<file path="config.mk">
export PLATFORM = sky130hd
export DESIGN_NAME = pbcg_top
export DESIGN_NICKNAME = d
export VERILOG_FILES = /design/src/rtl/pbcg_pkg.sv /design/src/rtl/pbcg_top.sv
export SDC_FILE = /design/constraint.sdc
export NUM_CORES = 1
export LEC_CHECK = 0
export ABC_CLOCK_PERIOD_IN_PS = 8200
export CAP_MARGIN = 20
export CORE_MARGIN = 5
export CORE_UTILIZATION = 35
export CTS_CLUSTER_DIAMETER = 50
export DETAILED_ROUTE_END_ITERATION = 12
export DONT_BUFFER_PORTS = 1
export GPL_ROUTABILITY_DRIVEN = 0
export GPL_TIMING_DRIVEN = 0
export HOLD_SLACK_MARGIN = 0.08
export PLACE_DENSITY_LB_ADDON = 0.2
export REMOVE_ABC_BUFFERS = 1
export SYNTH_ARGS = -nofsm -noshare
export SYNTH_HDL_FRONTEND = slang
export SYNTH_SLANG_ARGS = --single-unit
</file>
<file path="constraint.sdc">
create_clock -name SYS_CLK -period 8.2 [get_ports SYS_CLK]
set_clock_uncertainty 0.1 [all_clocks]
set_input_delay 1.23 -clock SYS_CLK [delete_from_list [all_inputs] [get_ports SYS_CLK]]
set_output_delay 1.23 -clock SYS_CLK [all_outputs]
set_load 0.01 [all_outputs]
</file>
<file path="src/rtl/pbcg_pkg.sv">
// package of widths, reset values and carriers for the pll base clock generator
package pbcg_pkg;

  // ----------------------------------------------------------------
  // field widths
  // ----------------------------------------------------------------
  localparam int REF_DIV_W = 6;   // reference divide factor r
  localparam int PRESC_W   = 2;   // power-of-two prescale p
  localparam int MULT_W    = 12;  // modulo feedback factor n
  localparam int RANGE_W   = 8;   // linear range factor l
  localparam int EXP_W     = 2;   // power-of-two range factor e
  localparam int FREQ_W    = 32;  // width of the centre frequency in hertz

  // ----------------------------------------------------------------
  // constants and reset values
  // ----------------------------------------------------------------
  localparam logic [FREQ_W-1:0]    NOM_FREQ_HZ     = 32'h0000_9600; // 38400 hz base
  localparam logic [2:0]           TRACK_GOOD_CNT  = 3'h2; // good windows to track
  localparam logic [2:0]           LOCK_GOOD_CNT   = 3'h4; // good windows to lock
  localparam logic [REF_DIV_W-1:0] REF_DIV_RST     = 6'h01;
  localparam logic [PRESC_W-1:0]   PRESC_RST       = 2'h0;
  localparam logic [MULT_W-1:0]    MULT_RST        = 12'h001;
  localparam logic [RANGE_W-1:0]   RANGE_RST       = 8'h00;
  localparam logic [EXP_W-1:0]     EXP_RST         = 2'h0;

  // ----------------------------------------------------------------
  // carriers
  // ----------------------------------------------------------------
  typedef struct packed {
    logic auto_bw;
    logic lock_irq_enable;
    logic filter_track_select;
    logic pll_power_on;
    logic base_source_select;
  } pbcg_ctrl_t;

  typedef struct packed {
    logic [REF_DIV_W-1:0] ref_div;
    logic [PRESC_W-1:0]   prescale;
    logic [MULT_W-1:0]    mult;
    logic [RANGE_W-1:0]   vco_range_select;
    logic [EXP_W-1:0]     range_exp;
  } pbcg_prog_t;

  typedef struct packed {
    logic lock_change_flag;
    logic locked;
    logic filter_track_select;
    logic lock_irq_enable;
    logic pll_power_on;
    logic base_source_select;
    logic base_from_vco;
  } pbcg_status_t;

endpackage

</file>
<file path="src/rtl/pbcg_top.sv">
// digital side of the pll base clock generator
`timescale 1ns/1ps

module pbcg_top (
  input  wire logic                  SYS_CLK,
  input  wire logic                  SYS_RST,
  input  wire logic                  OSC_ENABLE_REQUEST,
  input  wire logic                  OSC_CLOCK,
  input  wire logic                  VCO_CLOCK,
  input  wire logic                  CTRL_WRITE,
  input  wire pbcg_pkg::pbcg_ctrl_t  CTRL_DATA,
  input  wire logic                  PROG_WRITE,
  input  wire pbcg_pkg::pbcg_prog_t  PROG_DATA,
  input  wire logic                  FLAG_CLEAR,
  output logic                       OSC_RUN,
  output logic                       BUFFERED_REF_CLOCK,
  output logic                       DIVIDED_REF_CLOCK,
  output logic                       VCO_FEEDBACK_CLOCK,
  output logic                       PUMP_UP,
  output logic                       PUMP_DOWN,
  output logic                       BASE_CLOCK_OUT,
  output logic                       LOCK_IRQ,
  output pbcg_pkg::pbcg_status_t     STATUS,
  output pbcg_pkg::pbcg_prog_t       PROG,
  output logic [31:0]                CENTER_FREQ_HZ
);
  import pbcg_pkg::*;

  // ----------------------------------------------------------------
  // pin synchronisers and edge detection
  // ----------------------------------------------------------------
  logic [2:0] osc_sync;
  logic [2:0] vco_sync;
  logic [1:0] oen_sync;
  logic       osc_rise;
  logic       vco_rise;

  // stage 0 is read only by stage 1; edges come from stages 1 and 2
  always_ff @(posedge SYS_CLK) begin
    if (SYS_RST) begin
      osc_sync <= 3'h0;
      vco_sync <= 3'h0;
      oen_sync <= 2'h0;
    end else begin
      osc_sync <= {osc_sync[1:0], OSC_CLOCK};
      vco_sync <= {vco_sync[1:0], VCO_CLOCK};
      oen_sync <= {oen_sync[0], OSC_ENABLE_REQUEST};
    end
  end
  assign osc_rise = osc_sync[1] & ~osc_sync[2];
  assign vco_rise = vco_sync[1] & ~vco_sync[2];

  // ----------------------------------------------------------------
  // control bits with their interlocks
  // ----------------------------------------------------------------
  pbcg_ctrl_t ctrl;
  pbcg_prog_t prog;
  logic       track_hw;
  logic       locked_hw;
  logic       range_zero;

  assign range_zero = (prog.vco_range_select == '0);

  // a write sees the power, select and track interlocks of the state before it; irq enable uses the written auto_bw
  always_ff @(posedge SYS_CLK) begin
    if (SYS_RST) begin
      ctrl <= '0;
    end else if (CTRL_WRITE) begin
      ctrl.auto_bw <= CTRL_DATA.auto_bw;
      ctrl.lock_irq_enable <= CTRL_DATA.auto_bw & CTRL_DATA.lock_irq_enable;
      if (!ctrl.auto_bw) begin
        ctrl.filter_track_select <= CTRL_DATA.filter_track_select;
      end
      ctrl.pll_power_on <= CTRL_DATA.pll_power_on | ctrl.base_source_select;
      ctrl.base_source_select <= CTRL_DATA.base_source_select
                                 & ctrl.pll_power_on & ~range_zero;
    end else begin
      if (!ctrl.pll_power_on || range_zero) begin
        ctrl.base_source_select <= 1'b0;
      end
      if (ctrl.auto_bw) begin
        ctrl.filter_track_select <= track_hw;
      end
    end
  end

  // multiplier settings freeze while the loop is running
  always_ff @(posedge SYS_CLK) begin
    if (SYS_RST) begin
      prog <= '{REF_DIV_RST, PRESC_RST, MULT_RST, RANGE_RST, EXP_RST};
    end else if (PROG_WRITE && !ctrl.pll_power_on) begin
      prog <= PROG_DATA;
    end
  end

  // ----------------------------------------------------------------
  // oscillator gate, reference buffer and reference divider
  // ----------------------------------------------------------------
  logic [REF_DIV_W-1:0] ref_cnt;
  logic                 ref_tick;

  // a zero factor behaves as one so the divider never stalls
  assign ref_tick = osc_rise & OSC_RUN &
                    ((ref_cnt + 6'h01 >= prog.ref_div) || prog.ref_div == '0);

  always_ff @(posedge SYS_CLK) begin
    if (SYS_RST) begin
      OSC_RUN            <= 1'b0;
      BUFFERED_REF_CLOCK <= 1'b0;
      DIVIDED_REF_CLOCK  <= 1'b0;
      ref_cnt            <= '0;
    end else begin
      OSC_RUN            <= oen_sync[1];
      BUFFERED_REF_CLOCK <= osc_sync[1] & OSC_RUN;
      DIVIDED_REF_CLOCK  <= ref_tick;
      if (ref_tick) begin
        ref_cnt <= '0;
      end else if (osc_rise && OSC_RUN) begin
        ref_cnt <= ref_cnt + 6'h01;
      end
    end
  end

  // ----------------------------------------------------------------
  // vco prescaler and modulo feedback divider
  // ----------------------------------------------------------------
  logic [2:0]        pre_cnt;
  logic [MULT_W-1:0] fb_cnt;
  logic              pre_tick;
  logic              fb_tick;

  assign pre_tick = vco_rise & ctrl.pll_power_on &
                    (pre_cnt == 3'((4'h1 << prog.prescale) - 4'h1));
  assign fb_tick  = pre_tick & ((fb_cnt + 12'h001 >= prog.mult) || prog.mult == '0);

  always_ff @(posedge SYS_CLK) begin
    if (SYS_RST || !ctrl.pll_power_on) begin
      pre_cnt            <= 3'h0;
      fb_cnt             <= '0;
      VCO_FEEDBACK_CLOCK <= 1'b0;
    end else begin
      VCO_FEEDBACK_CLOCK <= fb_tick;
      if (pre_tick) begin
        pre_cnt <= 3'h0;
      end else if (vco_rise) begin
        pre_cnt <= pre_cnt + 3'h1;
      end
      if (fb_tick) begin
        fb_cnt <= '0;
      end else if (pre_tick) begin
        fb_cnt <= fb_cnt + 12'h001;
      end
    end
  end

  // ----------------------------------------------------------------
  // phase detector
  // ----------------------------------------------------------------
  // pulse width is the time between the two divided edges
  always_ff @(posedge SYS_CLK) begin
    if (SYS_RST || !ctrl.pll_power_on) begin
      PUMP_UP   <= 1'b0;
      PUMP_DOWN <= 1'b0;
    end else if (ref_tick && fb_tick) begin
      PUMP_UP   <= 1'b0;
      PUMP_DOWN <= 1'b0;
    end else if (ref_tick) begin
      PUMP_UP   <= ~PUMP_DOWN;
      PUMP_DOWN <= 1'b0;
    end else if (fb_tick) begin
      PUMP_DOWN <= ~PUMP_UP;
      PUMP_UP   <= 1'b0;
    end
  end

  // ----------------------------------------------------------------
  // lock detector: one feedback edge per reference window is good
  // ----------------------------------------------------------------
  logic [1:0] win_cnt;
  logic [2:0] good_run;
  logic       win_good;

  assign win_good  = (win_cnt == 2'h1) || (win_cnt == 2'h0 && fb_tick);
  assign track_hw  = (good_run >= TRACK_GOOD_CNT);
  assign locked_hw = (good_run >= LOCK_GOOD_CNT);

  always_ff @(posedge SYS_CLK) begin
    if (SYS_RST || !ctrl.pll_power_on || !ctrl.auto_bw) begin
      win_cnt  <= 2'h0;
      good_run <= 3'h0;
    end else if (ref_tick) begin
      win_cnt <= 2'h0;
      if (!win_good) begin
        good_run <= 3'h0;
      end else if (good_run != LOCK_GOOD_CNT) begin
        good_run <= good_run + 3'h1;
      end
    end else if (fb_tick && win_cnt != 2'h3) begin
      win_cnt <= win_cnt + 2'h1;
    end
  end

  // ----------------------------------------------------------------
  // lock change flag and interrupt request
  // ----------------------------------------------------------------
  logic locked_q;
  logic lock_flag;

  // a lock change in the clearing cycle still sets the flag
  always_ff @(posedge SYS_CLK) begin
    if (SYS_RST) begin
      locked_q  <= 1'b0;
      lock_flag <= 1'b0;
      LOCK_IRQ  <= 1'b0;
    end else begin
      locked_q <= locked_hw;
      if (ctrl.auto_bw && locked_hw != locked_q) begin
        lock_flag <= 1'b1;
      end else if (FLAG_CLEAR || !ctrl.auto_bw) begin
        lock_flag <= 1'b0;
      end
      LOCK_IRQ <= lock_flag & ctrl.lock_irq_enable & ctrl.auto_bw;
    end
  end

  // ----------------------------------------------------------------
  // base clock selector with glitch-free switchover
  // ----------------------------------------------------------------
  logic use_vco;
  logic sw_wait;
  logic src_rise;

  assign src_rise = use_vco ? vco_rise : (osc_rise & OSC_RUN);

  // a switch happens only in the cycle of a falling output edge; the new source
  // edge that follows is skipped so the low phase is at least a full period
  always_ff @(posedge SYS_CLK) begin
    if (SYS_RST) begin
      BASE_CLOCK_OUT <= 1'b0;
      use_vco        <= 1'b0;
      sw_wait        <= 1'b0;
    end else if (sw_wait) begin
      if (src_rise) begin
        sw_wait <= 1'b0;
      end
    end else if (src_rise) begin
      BASE_CLOCK_OUT <= ~BASE_CLOCK_OUT;
      if (BASE_CLOCK_OUT && use_vco != ctrl.base_source_select) begin
        use_vco <= ctrl.base_source_select;
        sw_wait <= 1'b1;
      end
    end
  end

  // ----------------------------------------------------------------
  // status and centre frequency
  // ----------------------------------------------------------------
  always_ff @(posedge SYS_CLK) begin
    if (SYS_RST) begin
      STATUS         <= '0;
      PROG           <= '{REF_DIV_RST, PRESC_RST, MULT_RST, RANGE_RST, EXP_RST};
      CENTER_FREQ_HZ <= '0;
    end else begin
      STATUS.lock_change_flag    <= lock_flag & ctrl.auto_bw;
      STATUS.locked              <= locked_hw & ctrl.auto_bw;
      STATUS.filter_track_select <= ctrl.filter_track_select;
      STATUS.lock_irq_enable     <= ctrl.lock_irq_enable;
      STATUS.pll_power_on        <= ctrl.pll_power_on;
      STATUS.base_source_select  <= ctrl.base_source_select;
      STATUS.base_from_vco       <= use_vco;
      PROG                       <= prog;
      CENTER_FREQ_HZ <= 32'((32'(prog.vco_range_select) << prog.range_exp)
                            * NOM_FREQ_HZ);
    end
  end
endmodule

</file>
==> impl_metrics.csv <==
group,metric,value,unit
floorplanning,start_util,35.7,%
layout,nets,886,
yosys,synth_edf_count,0,
yosys,synth.area.mux_share,3.23,%
layout,fin_util,39.4,%
global_routing,use_met3,5.12,%
setup_path,cp.required,8.41,ns
yosys,yosysMostFrequentCell,"dfxtp_1",
setup_path,cp-start-kind,"flop",
sta,worst_slew_pin_slew,0.836,ns
global_routing,grt_overflow,0,
yosys,yosysWarnings,0,
yosys,netlist_instances,771,
clocking,htreeDepth,4,
yosys,yosysTopAreaCellShare,39.1,%
global_routing,grt_max_degree,108,
global_routing,grt_pass1_vias,4729,
sta,slew_headroom,44.2,%
global_routing,grt_use_met2,19.8,%
sta,max_freq,182,MHz
yosys,yosys-top-cells-count,"136 x dfxtp_1, 85 x nand2_1, 72 x ha_1, 58 x nor2_1, 54 x inv_1",
clocking,cts_made_buffers,17,
sta,tns,0,ns
clocking,post_cts_resize_count,0,
drt,postRouteAntennaNets,0,
setup_path,worstPathCellList,"mux2_2, o21ai_0, inv_1, ha_1, ha_1, fa_1, inv_1, fa_1, inv_1, ha_1, and3_2, a221o_1, a2111oi_1, o31ai_1, xnor2_1, nor2_1",
power_and_ir_drop,p_leak,3.27,nW
sta,timing.final.setup_violations,0,
power_and_ir_drop,finalPower,1.65,mW
yosys,synth_ff_type,"dfxtp_1",
layout,n_antenna_cell,0,
floorplanning,rows,51,
layout,drive_gt1_share,6.36,%
global_routing,met1_usage,18.9,%
global_routing,busiest_layer,"met2",
floorplanning,core-area,19500,um2
run,cap_violations,0,
setup_path,criticalPathCategory,"flop to flop",
clocking,post_cts_buffers,0,
drt,avgViaCountPerCell,4.83,
yosys,ys_ff_latch,136,
drt,drtPass1Iterations,4,
floorplanning,ioPinCount,120,
clocking,cts.clk_slew.worst_paths,0.07,ns
run_status,status,"completed",
placement,hpwl,11000,um
sta,hold_violations,0,
yosys,synthAdderAreaFrac,16.7,%
yosys,synth_top_family_by_area,"simple AND/OR/NAND/NOR gates",
sta,slew_violations,0,
placement,dp_cells,1004,
yosys,netlist.top_cell.by_area,"dfxtp_1",
drt,vias,5002,
floorplanning,die_area,22800,um2
yosys,synth_cell_types,61,
clocking,clock_sinks,136,
setup_path,critPathSlowestCell,"dfxtp_1",
power_and_ir_drop,p_per_area,214,nW/um2
sta,rsz0062_at_grt,"false",
setup_path,critical_path.top_delay_family,"adder cells",
floorplanning,dieWidth,151,um
yosys,postSynthAreaPerCell,9.04,um2
layout,fin_cells,1036,
floorplanning,die_y,151,um
layout,area_growth,10.2,%
yosys,ys_top_cells_by_area,"dfxtp_1 39%, ha_1 13%, nand2_1 4.6%, a21oi_1 3.7%, fa_1 3.7%",
yosys,yosys.area_share.simple,19.5,%
layout,nFillCells,2022,
clocking,cts_tree,"done",
global_routing,grt_pass1_wl,24500,um
setup_path,path_buf_inv,3,
drt,drc,0,
yosys,synthXorXnorAreaFrac,4.65,%
clocking,clockBufferDepth,2,
setup_path,critPathMaxFanout,12,
drt,wl_per_cell,14.8,um
yosys,synth-compound-area-share,10.6,%
yosys,ys_seq_area_share,39.1,%
global_routing,grt.total_usage,13.8,%
sta,post-route-period-util,67.1,%
drt,routed_wirelength,15300,um
setup_path,end_kind,"flop",
clocking,clock_latency,0.43,ns
sta,min_period,5.50,ns
hold_path,hold_path.class,"flop to flop",
setup_path,crit_arrival,5.72,ns
yosys,synth_area,6970,um2
yosys,async_flop_share,0,%
clocking,holdBufCountCts,0,
global_routing,antenna_found_initial,0,
clocking,cts_root_buf,"clkbuf_16",
setup_path,cp_slowest_stage_delay,0.65,ns
power_and_ir_drop,ir_drop,0.000139,V
placement,io_buffers,0,
drt,first_iter_violations,217,
[power by group]
part / internal [mW] / leakage, nW / switching (mW)
sequential: 0.692 / 1.11 / 0.0303
combinational: 0.0755 / 1.89 / 0.111
clock: 0.429 / 0.272 / 0.309
total: 1.20 / 3.27 / 0.451
[routing by layer]
metal,vias to the layer above,routed length [um]
met5,-,0
met4,0,218
met3,18,1080
met2,109,6380
met1,2320,7610
li1,2555,-
[placed cells by master (no fill, tap or decap), types with 18 or more instances in the layout]
cell type / n
nor3_1: 28
dfxtp_1: 136
ha_1: 72
nor2_1: 58
nor2b_1: 33
a21oi_1: 52
inv_1: 54
mux2i_1: 18
nand2_1: 85
xnor2_1: 21
[registers in the layout, summed over array words and instances, names as in the netlist, 3 cells and up]
| register | cells |
|---|---|
| ref_cnt | 6 |
| good_run | 3 |
| pre_cnt | 3 |
| osc_sync | 3 |
| ctrl | 5 |
| CENTER_FREQ_HZ | 18 |
| prog | 30 |
| fb_cnt | 12 |
| PROG | 30 |
| STATUS | 7 |
| vco_sync | 3 |
[cells by family (layout without fill, tap and decap cells)]
group / count (synthesis) / after routing
AOI/OAI and AO/OA: 114 / 114
xor gates and xnor gates: 37 / 37
adders and majority gates: 85 / 85
buffers and inverters: 99 / 86
DFF: 136 / 136
muxes: 22 / 22
other: 1 / 14
and+or+nand+nor: 277 / 277
[layout make-up]
cell class / count / area, um2 / share of cell area (%)
clock inverters: 12 / 116 / 1.51
clock buffers: 20 / 447 / 5.81
multi-input cells: 549 / 3870 / 50.3
flip-flops and latches: 136 / 2720 / 35.4
well taps: 265 / 332 / 4.31
inverters: 54 / 203 / 2.64
[worst paths after layout]
kind                     startpoint                       endpoint  slack [ns]  cells past startpoint
max reg2reg    prog[0]$_SDFFE_PP0P_  CENTER_FREQ_HZ[25]$_SDFF_PP0_        2.70                     16
min          osc_sync[0]$_SDFF_PP0_         osc_sync[1]$_SDFF_PP0_        0.34                      1
max            prog[0]$_SDFFE_PP0P_  CENTER_FREQ_HZ[25]$_SDFF_PP0_        2.70                     16
min reg2reg  osc_sync[0]$_SDFF_PP0_         osc_sync[1]$_SDFF_PP0_        0.34                      1
[through the flow]
stage	hold WS, ns	cell area (um2)	worst slack [ns]
after floorplan	0.314	6780	3.28
after global placement	0.316	7110	2.73
after detailed placement	0.326	7120	2.73
after CTS	0.341	7690	2.71
after global routing	0.352	7690	2.42
final	0.337	7690	2.70
Power figures use the tool's default switching activity.
